`config.mk`:
```
export PLATFORM = sky130hd
export DESIGN_NAME = ptg_trigger
export DESIGN_NICKNAME = d
export VERILOG_FILES = /design/src/logic/ptg_pkg.sv /design/src/logic/ptg_delay.sv /design/src/logic/ptg_postscale.sv /design/src/logic/ptg_trigger.sv
export VERILOG_INCLUDE_DIRS = /design/src /design/src/logic
export SDC_FILE = /design/constraint.sdc
export NUM_CORES = 1
export LEC_CHECK = 0
export BUFFER_PORTS_ARGS = -buffer_cell sky130_fd_sc_hd__buf_4
export CORE_MARGIN = 4
export CORE_UTILIZATION = 55
export CTS_CLUSTER_DIAMETER = 100
export DETAILED_ROUTE_END_ITERATION = 7
export PLACE_DENSITY = 0.9
export SYNTH_ARGS = -nofsm -noshare
export SYNTH_HDL_FRONTEND = slang
export SYNTH_SLANG_ARGS = --single-unit
```
`constraint.sdc`:
```
create_clock -name i_ref_clk -period 3.05 [get_ports i_ref_clk]
set_input_delay 0.61 -clock i_ref_clk [delete_from_list [all_inputs] [get_ports i_ref_clk]]
set_output_delay 0.61 -clock i_ref_clk [all_outputs]
set_load 0.02 [all_outputs]
```
`src/logic/ptg_params.svh`:
```
// Constants for the PWM ADC trigger generator: offsets, fields, resets.
// Assumes inclusion by bare name from the package and the modules.
`ifndef PTG_PARAMS_SVH
`define PTG_PARAMS_SVH

`define PTG_ADDR_W          4
`define PTG_OFF_CONTROL     4'h0
`define PTG_OFF_COMPARE     4'h4
`define PTG_OFF_ENABLE      4'h8
`define PTG_OFF_STATUS      4'hc
`define PTG_DIV_HI          15
`define PTG_DIV_LO          12
`define PTG_DLY_HI          5
`define PTG_DLY_LO          0
`define PTG_CONTROL_MASK    16'hf03f
`define PTG_CONTROL_RESET   16'h0000
`define PTG_COMPARE_RESET   16'h0000
`define PTG_TB_PREV_RESET   16'hffff
`define PTG_ENABLE_BIT      0
`define PTG_DIV_W           4
`define PTG_DLY_W           6

`endif

```
`src/logic/ptg_pkg.sv`:
```
// Types shared by the PWM ADC trigger generator files.
// Assumes ptg_params.svh on the include path.
`include "ptg_params.svh"

package ptg_pkg;

	// Trigger control register layout
	typedef struct packed {
		logic [`PTG_DIV_W-1:0] trigger_divider;
		logic [5:0]            unused;
		logic [`PTG_DLY_W-1:0] first_trigger_delay;
	} ptg_control_type;

	// Register bus request
	typedef struct packed {
		logic                   wr;
		logic                   rd;
		logic [`PTG_ADDR_W-1:0] addr;
		logic [15:0]            wdata;
	} ptg_bus_req_type;

	typedef enum logic [1:0] {
		PTG_IDLE  = 2'b00,
		PTG_DELAY = 2'b01,
		PTG_RUN   = 2'b10
	} ptg_state_type;

endpackage

```
`src/logic/ptg_delay.sv`:
```
// Start delay: counts PWM cycles after enable before events may pass.
// Assumes i_period_end pulses once per PWM cycle on the same clock.
`timescale 1ns/100ps
`include "ptg_params.svh"

module ptg_delay
	import ptg_pkg::*;
#(
	parameter int DLY_W = `PTG_DLY_W
) (
	input  wire logic             i_ref_clk,
	input  wire logic             i_rst_n,
	input  wire logic             i_enable,
	input  wire logic             i_period_end,
	input  wire logic [DLY_W-1:0] i_delay,
	output logic                  o_armed
);

	ptg_state_type    state_q, state_d;
	logic [DLY_W-1:0] cnt_q, cnt_d;

	// Next state; a zero delay arms at once
	always_comb begin
		state_d = state_q;
		cnt_d   = cnt_q;
		case (state_q)
			PTG_IDLE: begin
				cnt_d = '0;
				if (i_enable) begin
					state_d = (i_delay == '0) ? PTG_RUN : PTG_DELAY;
				end
			end
			PTG_DELAY: begin
				if (!i_enable) begin
					state_d = PTG_IDLE;
				end else if (i_period_end) begin
					cnt_d = cnt_q + 1'b1;
					if (cnt_d >= i_delay) begin
						state_d = PTG_RUN;
					end
				end
			end
			PTG_RUN: begin
				if (!i_enable) begin
					state_d = PTG_IDLE;
				end
			end
			default: state_d = PTG_IDLE;
		endcase
	end

	// Registers
	always_ff @(posedge i_ref_clk) begin
		if (!i_rst_n) begin
			state_q <= PTG_IDLE;
			cnt_q   <= '0;
		end else begin
			state_q <= state_d;
			cnt_q   <= cnt_d;
		end
	end

	assign o_armed = (state_q == PTG_RUN);

endmodule // ptg_delay

```
`src/logic/ptg_postscale.sv`:
```
// Postscaler: passes one event out of every divider+1 events.
// Assumes one-cycle event pulses on the same clock.
`timescale 1ns/100ps
`include "ptg_params.svh"

module ptg_postscale
	import ptg_pkg::*;
#(
	parameter int DIV_W = `PTG_DIV_W
) (
	input  wire logic             i_ref_clk,
	input  wire logic             i_rst_n,
	input  wire logic             i_clear,
	input  wire logic             i_event,
	input  wire logic [DIV_W-1:0] i_divider,
	output logic                  o_pass
);

	logic [DIV_W-1:0] cnt_q, cnt_d;

	// First event after clear passes, then every Nth
	always_comb begin
		cnt_d  = cnt_q;
		o_pass = 1'b0;
		if (i_clear) begin
			cnt_d = '0;
		end else if (i_event) begin
			if (cnt_q == '0) begin
				o_pass = 1'b1;
			end
			cnt_d = (cnt_q >= i_divider) ? '0 : cnt_q + 1'b1;
		end
	end

	always_ff @(posedge i_ref_clk) begin
		if (!i_rst_n) begin
			cnt_q <= '0;
		end else begin
			cnt_q <= cnt_d;
		end
	end

endmodule // ptg_postscale

```
`src/logic/ptg_trigger.sv`:
```
// PWM ADC trigger generator top: registers, compare, delay, postscale.
// Assumes the time base is on i_ref_clk and sits in local time base mode.
//
// What this block does
// - Postscaler passes one trigger event in every divider-plus-one.
// - After enable, wait start-delay PWM cycles before the first event.
// - Compare value is 16-bit read/write, reset zero.
// - Raise a trigger event when the local time base equals compare.
`timescale 1ns/100ps
`include "ptg_params.svh"

module ptg_trigger
	import ptg_pkg::*;
(
	input  wire logic                   i_ref_clk,
	input  wire logic                   i_rst_n,
	input  wire logic [`PTG_ADDR_W-1:0] i_addr,
	input  wire logic [15:0]            i_wdata,
	input  wire logic                   i_wr,
	input  wire logic                   i_rd,
	output logic      [15:0]            o_rdata,
	input  wire logic [15:0]            i_time_base,
	input  wire logic                   i_period_end,
	input  wire logic                   i_local_time_base,
	output logic                        o_adc_trigger
);

	ptg_bus_req_type req;
	ptg_control_type ctrl_q, ctrl_d;
	logic [15:0]     cmp_q, cmp_d;
	logic            en_q, en_d;
	logic [15:0]     rdata_q, rdata_d;
	logic            trig_q, trig_d;
	logic [15:0]     tb_prev_q;
	logic            cmp_hit;
	logic            armed;
	logic            pass;

	assign req = '{wr: i_wr, rd: i_rd, addr: i_addr, wdata: i_wdata};

	// Register writes; unused control bits are masked off
	always_comb begin
		ctrl_d = ctrl_q;
		cmp_d  = cmp_q;
		en_d   = en_q;
		if (req.wr) begin
			case (req.addr)
				`PTG_OFF_CONTROL: ctrl_d = req.wdata & `PTG_CONTROL_MASK;
				`PTG_OFF_COMPARE: cmp_d = req.wdata;
				`PTG_OFF_ENABLE:  en_d = req.wdata[`PTG_ENABLE_BIT];
				default: ;
			endcase
		end
	end

	// Read mux; unmapped offsets read zero
	always_comb begin
		rdata_d = 16'h0000;
		if (req.rd) begin
			case (req.addr)
				`PTG_OFF_CONTROL: rdata_d = ctrl_q & `PTG_CONTROL_MASK;
				`PTG_OFF_COMPARE: rdata_d = cmp_q;
				`PTG_OFF_ENABLE:  rdata_d = {15'h0000, en_q};
				`PTG_OFF_STATUS:  rdata_d = {15'h0000, armed};
				default:          rdata_d = 16'h0000;
			endcase
		end
	end

	// Match only on arrival at the compare value, so a stalled
	// time base does not fire every clock
	assign cmp_hit = i_local_time_base && (i_time_base == cmp_q)
		&& (tb_prev_q != i_time_base);

	ptg_delay #(
		.DLY_W(`PTG_DLY_W)
	) u_delay (
		.i_ref_clk   (i_ref_clk),
		.i_rst_n     (i_rst_n),
		.i_enable    (en_q),
		.i_period_end(i_period_end),
		.i_delay     (ctrl_q.first_trigger_delay),
		.o_armed     (armed)
	);

	ptg_postscale #(
		.DIV_W(`PTG_DIV_W)
	) u_post (
		.i_ref_clk(i_ref_clk),
		.i_rst_n  (i_rst_n),
		.i_clear  (!armed),
		.i_event  (cmp_hit && armed),
		.i_divider(ctrl_q.trigger_divider),
		.o_pass   (pass)
	);

	assign trig_d = pass;

	// All state registers
	always_ff @(posedge i_ref_clk) begin
		if (!i_rst_n) begin
			ctrl_q    <= `PTG_CONTROL_RESET;
			cmp_q     <= `PTG_COMPARE_RESET;
			en_q      <= 1'b0;
			rdata_q   <= 16'h0000;
			trig_q    <= 1'b0;
			tb_prev_q <= `PTG_TB_PREV_RESET;
		end else begin
			ctrl_q    <= ctrl_d;
			cmp_q     <= cmp_d;
			en_q      <= en_d;
			rdata_q   <= rdata_d;
			trig_q    <= trig_d;
			tb_prev_q <= i_time_base;
		end
	end

	assign o_rdata       = rdata_q;
	assign o_adc_trigger = trig_q;

endmodule // ptg_trigger

```
# After elaboration in Yosys (flattened, before gate mapping)
# Cells that the tools add are included.
[totals] ff_bits=72 inputBits=42 word_cells=56
[op_classes] add_sub_neg=2 n_lt_le_gt_ge=2 eq_ne=13 n_mux=13 n_reduce_logical=16
[op_table] cell="$pmux 16 s4" count=1
[op_table] cell="$eq 16x16->1" count=1
[op_table] cell="$ne 16x16->1" count=1
[op_table] cell="$mux 2" count=6
[op_table] cell="$mux 6" count=2
[op_table] cell="$pmux 6 s2" count=1
[op_table] cell="$reduce_and 2->1" count=5
[op_table] cell="$eq 4x4->1 const B" count=2
[op_table] cell="$logic_not 4->1" count=2
[op_table] cell="$ne 2x2->1 const B" count=4
[op_table] cell="$add 6x1->6 const B" count=1
[op_table] cell="$ge 6x6->1" count=1
[op_table] cell="$logic_not 6->1" count=1
[op_table] cell="$pmux 2 s3" count=1
[op_table] cell="$reduce_and 3->1" count=2
[op_table] cell="$add 4x1->4 const B" count=1
[op_table] cell="$eq 4x3->1 const B" count=1
[op_table] cell="$ge 4x4->1" count=1
[op_table] cell="$mux 4" count=1
[op_table] cell="$reduce_and 4->1" count=1
[op_table] cell="$logic_and 1x1->1" count=3
[op_table] cell="$ne 3x2->1 const B" count=1
[op_table] cell="$ne 3x3->1 const B" count=1
[op_table] cell="$eq 2x1->1 const B" count=1
[op_table] cell="4 further kinds" count=4

# Logic depth before layout (Yosys ltp)
[logic_depth] depth_word=6 ltp_mapped=8 ltp_nobuf=8

# Cells and area by module
# A second synthesis with hierarchy kept.
[unflattened] hier_cells=354 area_unflattened_um2=3273.1
[by_module_without_submodules] module="ptg_trigger" n_inst=1 cells_per_inst=251 area_per_inst_um2=2368.5 seq_area_each_um2=1201.2
[by_module_without_submodules] module="ptg_delay" n_inst=1 cells_per_inst=67 area_per_inst_um2=579.3 seq_area_each_um2=160.2
[by_module_without_submodules] module="ptg_postscale" n_inst=1 cells_per_inst=36 area_per_inst_um2=325.3 seq_area_each_um2=80.1

# Worst setup path before layout
# Ideal clock, no wire load.
[synth_timing] kind="flip-flop to flip-flop" from="register u_delay.cnt_q[0]" to="register u_delay.state_q[1]" setup_time_ns=0.116 t_arrival_ns=1.687 required_ns=2.934 setup_slack_ns=1.247 path_stages_with_launch=8 n_path_buf=0 period_less_slack_ns=1.803 cell_sequence="dfxtp_1 > ha_1 > ha_1 > a21o_1 > a21o_1 > a211oi_1 > o21ai_0 > and3_1"
[synth_between] elab_chain_cells=4
[synth_rtl] element="start: declaration" line="ptg_delay.sv:20" rtl="logic [DLY_W-1:0] cnt_q, cnt_d;"
[synth_rtl] element="start signal: assignment" line="ptg_delay.sv:59" rtl="cnt_q <= cnt_d;"
[synth_rtl] element="$add 6x1->6" line="ptg_delay.sv:37" rtl="cnt_d = cnt_q + 1'b1;"
[synth_rtl] element="$ge 6x6->1" line="ptg_delay.sv:38" rtl="if (cnt_d >= i_delay) begin"
[synth_rtl] element="$ne 3x2->1 (no source line)"
[synth_rtl] element="$reduce_and 4->1 (no source line)"
[synth_rtl] element="end signal: assignment" line="ptg_delay.sv:58" rtl="state_q <= state_d;"
[synth_rtl] element="end: declaration" line="ptg_delay.sv:19" rtl="ptg_state_type state_q, state_d;"
# Every way passes these cells.
# A chain may end at the register's enable or synchronous reset.

# Final worst setup path
# Same ends and word-level chain as after synthesis.

==> flow_summary_export.csv <==
group,metric,value,unit
finish,syn2layout_area_growth,20.6,%
drt,vias,2757,
synth,yosysSeqAreaShare,0.441,
timing,drv_slew,0,
finish,nNetsFinal,475,
die,die_x,85.1,µm
pwr,total_power,1.83,mW
worst_hold_path,hp-class,"input port to flip-flop",
finish,antennaDiodeCount,0,
clock_network,cts_buffers,9,
drt,dr.pass1.iters,4,
critical_path,r2r_cells,7,
die,rows,27,
placed_design,dpl_cell_area,3760,µm²
timing,finalCritPeriodShare,0.672,
grt,grt_max_degree,54,
clock_network,worst_skew_pair.late_latency,350,ps
placed_design,io_buffers,58,
worst_hold_path,hold_depth,2,
critical_path,critical_path_class,"flip-flop to flip-flop",
flow_run,maxCapViolCount,0,
synth,synthCells,361,
worst_hold_path,min_from,"i_time_base[6]",
finish,fillers,420,
timing,rsz0062_at_grt,"false",
critical_path,reg2reg_slack,1000,ps
clock_network,cts_tree,"built",
critical_path,endpoint_kind,"flip-flop",
drt,wl_per_cell,15.0,µm
die,ioPinCount,59,
finish,final_cell_mix,"72 x dfxtp_1, 63 x nand2_1, 60 x buf_4",
synth,avgSynthCellArea,9.06,µm²
timing,worst_pin_slew,587,ps
finish,final_core_util,0.699,
clock_network,cts.sinks,72,
clock_network,clk_path_buf_depth,2,
finish,drive_above_1_share,0.200,
worst_hold_path,worstHoldEndpoint,"tb_prev_q[6]$_SDFF_PN1_",
finish,ff_latch_area,1440,µm²
placed_design,place_hpwl,5620,µm
critical_path,r2r-end,"u_delay.state_q[1]$_SDFFE_PN0P_",
grt,overflow,0,
finish,final_common_cell,"dfxtp_1",
drt,detail-route-antenna-nets,0,
finish,stdcell_area,3950,µm²
timing,fmax,0.488,GHz
grt,grt_use_total,0.217,
clock_network,post_cts_buffers,0,
die,start_util,0.580,
timing,slew_headroom,0.609,
critical_path,cp-start-kind,"flip-flop",
die,die_h,85.1,µm
finish,multi_input_area,1730,µm²
clock_network,path_clk_slew,80,ps
timing,tns,0,ps
clock_network,cts_root_buffer,"clkbuf_8",
critical_path,crit_fanout,6,
clock_network,ctsResizeCount,0,
synth,synth-edff-count,0,
synth,ys_ff_latch,72,
pwr,cellPowerDensity,464,nW/µm²
synth,yosysUniqueCellTypes,40,
drt,drcViolationCount,0,
die,die_area,7250,µm²
placed_design,globalplace.congestion,0.827,
die,core,5640,µm²
grt,grt_pass1_vias,2750,
synth,synthFlopType,"dfxtp_1",
synth,synth_nets,416,
critical_path,arrival,2290,ps
critical_path,crit_start,"u_delay.cnt_q[0]$_SDFFE_PN0P_",
pwr,leakagePower,1.53,nW
critical_path,cp.required,3290,ps
clock_network,cts.htree.levels,3,
grt,grt_pass1_wl,12500,µm
grt,antenna_found_initial,0,
pwr,ir_worst_vdd,0.301,mV
timing,setup_viol,0,
timing,fin_crit,2050,ps
drt,via_per_inst,5.55,
timing,fin_skew,7.13,ps
synth,yosysWarnings,0,
drt,routed_wl,7480,µm
synth,syn-cell-area,3270,µm²
run_status,status,"completed",
drt,drt_iter0_drc,169,
timing,finalHoldViolCount,0,
critical_path,timing.rr.start,"u_delay.cnt_q[0]$_SDFFE_PN0P_",
clock_network,cts_hold_buf,0,
synth,async_reset_ff_frac,0,
timing,timing.hold.ws,477,ps
report_power, final:
group / internal, mW / total [mW] / switching (mW)
Combinational: 0.0727 / 0.141 / 0.0680
Sequential: 0.955 / 0.965 / 0.00975
Clock: 0.373 / 0.726 / 0.352
how the worst max path moves through the flow:
| stage | endpoint | cells past startpoint |
|---|---|---|
| after global placement | cmp_q[1]$_SDFFE_PN0P_ | 6 |
| after CTS | u_delay.state_q[1]$_SDFFE_PN0P_ | 7 |
| after floorplan | u_delay.state_q[1]$_SDFFE_PN0P_ | 7 |
| final | u_delay.state_q[1]$_SDFFE_PN0P_ | 7 |
| after global routing | u_delay.state_q[1]$_SDFFE_PN0P_ | 7 |
| after detailed placement | cmp_q[0]$_SDFFE_PN0P_ | 6 |
routing by layer:
layer / wire length [µm] / track usage / vias to the layer above / share of wire
li1: - / - / 1340 / -
met1: 3100 / 0.259 / 1305 / 0.41
met5: 0 / 0 / - / 0
met2: 3720 / 0.365 / 93 / 0.50
met4: 222 / 0.112 / 0 / 0.030
met3: 445 / 0.0476 / 19 / 0.059
critical path, cell delays in order, from the launching register on:
cell      delay (ps)
dfxtp_1          450
ha_1             300
ha_1             290
a21o_1           150
a21o_1           170
a211oi_1         230
o21ai_0          160
and3_1           190
Yosys cell counts (3+ instances only):
library cell | instances | area (µm²)
a21oi_1 | 5 | 25.0
nand2b_1 | 20 | 125
and3_1 | 3 | 18.8
nor3_1 | 4 | 20.0
buf_2 | 4 | 20.0
clkbuf_1 | 7 | 26.3
nand2_1 | 63 | 236
nor4_2 | 4 | 50.1
nand4_1 | 7 | 43.8
dfxtp_1 | 72 | 1440
a21boi_0 | 15 | 113
nand3_1 | 8 | 40.0
a22oi_1 | 13 | 97.6
a21boi_1 | 11 | 82.6
xnor2_1 | 16 | 140
nor2_1 | 15 | 56.3
inv_1 | 13 | 48.8
and2_1 | 10 | 62.6
o21ai_0 | 8 | 40.0
ha_1 | 13 | 163
xor2_1 | 20 | 175
a21o_1 | 3 | 22.5
nor2b_1 | 5 | 31.3
cells by family (layout without fill, tap and decap cells):
group / count (synthesis) / in the layout / synth area share
flip-flops: 72 / 72 / 0.441
multiplexers: 2 / 2 / 0.00612
XOR/XNOR: 36 / 36 / 0.0964
adder cells (fa/ha/maj): 13 / 13 / 0.0497
AO/OA/AOI/OAI: 65 / 65 / 0.139
buffers and inverters: 25 / 89 / 0.0314
AND/OR/NAND/NOR: 148 / 148 / 0.237
through the flow:
step	instances	setup WS, ps
finish	497	1000
global route	497	882
detailed placement	481	859
global placement	481	980
CTS	497	1030
floorplan	361	1250
sequential cells by signal (all words and copies together), names as in the netlist:
register and cells:
tb_prev_q 16, o_adc_trigger 1, u_delay.state_q 2, cmp_q 16, en_q 1, ctrl_q 10
u_post.cnt_q 4, u_delay.cnt_q 6, o_rdata 16
area by class of cell:
cell class / instances / area share
multi-input combinational: 264 / 0.438
sequential: 72 / 0.365
timing repair buffer: 60 / 0.114
clock buffer: 10 / 0.0323
tap: 72 / 0.0228
clock inverter: 6 / 0.0152
inverter: 13 / 0.0124
No activity file was read; power rests on OpenSTA's default activity.
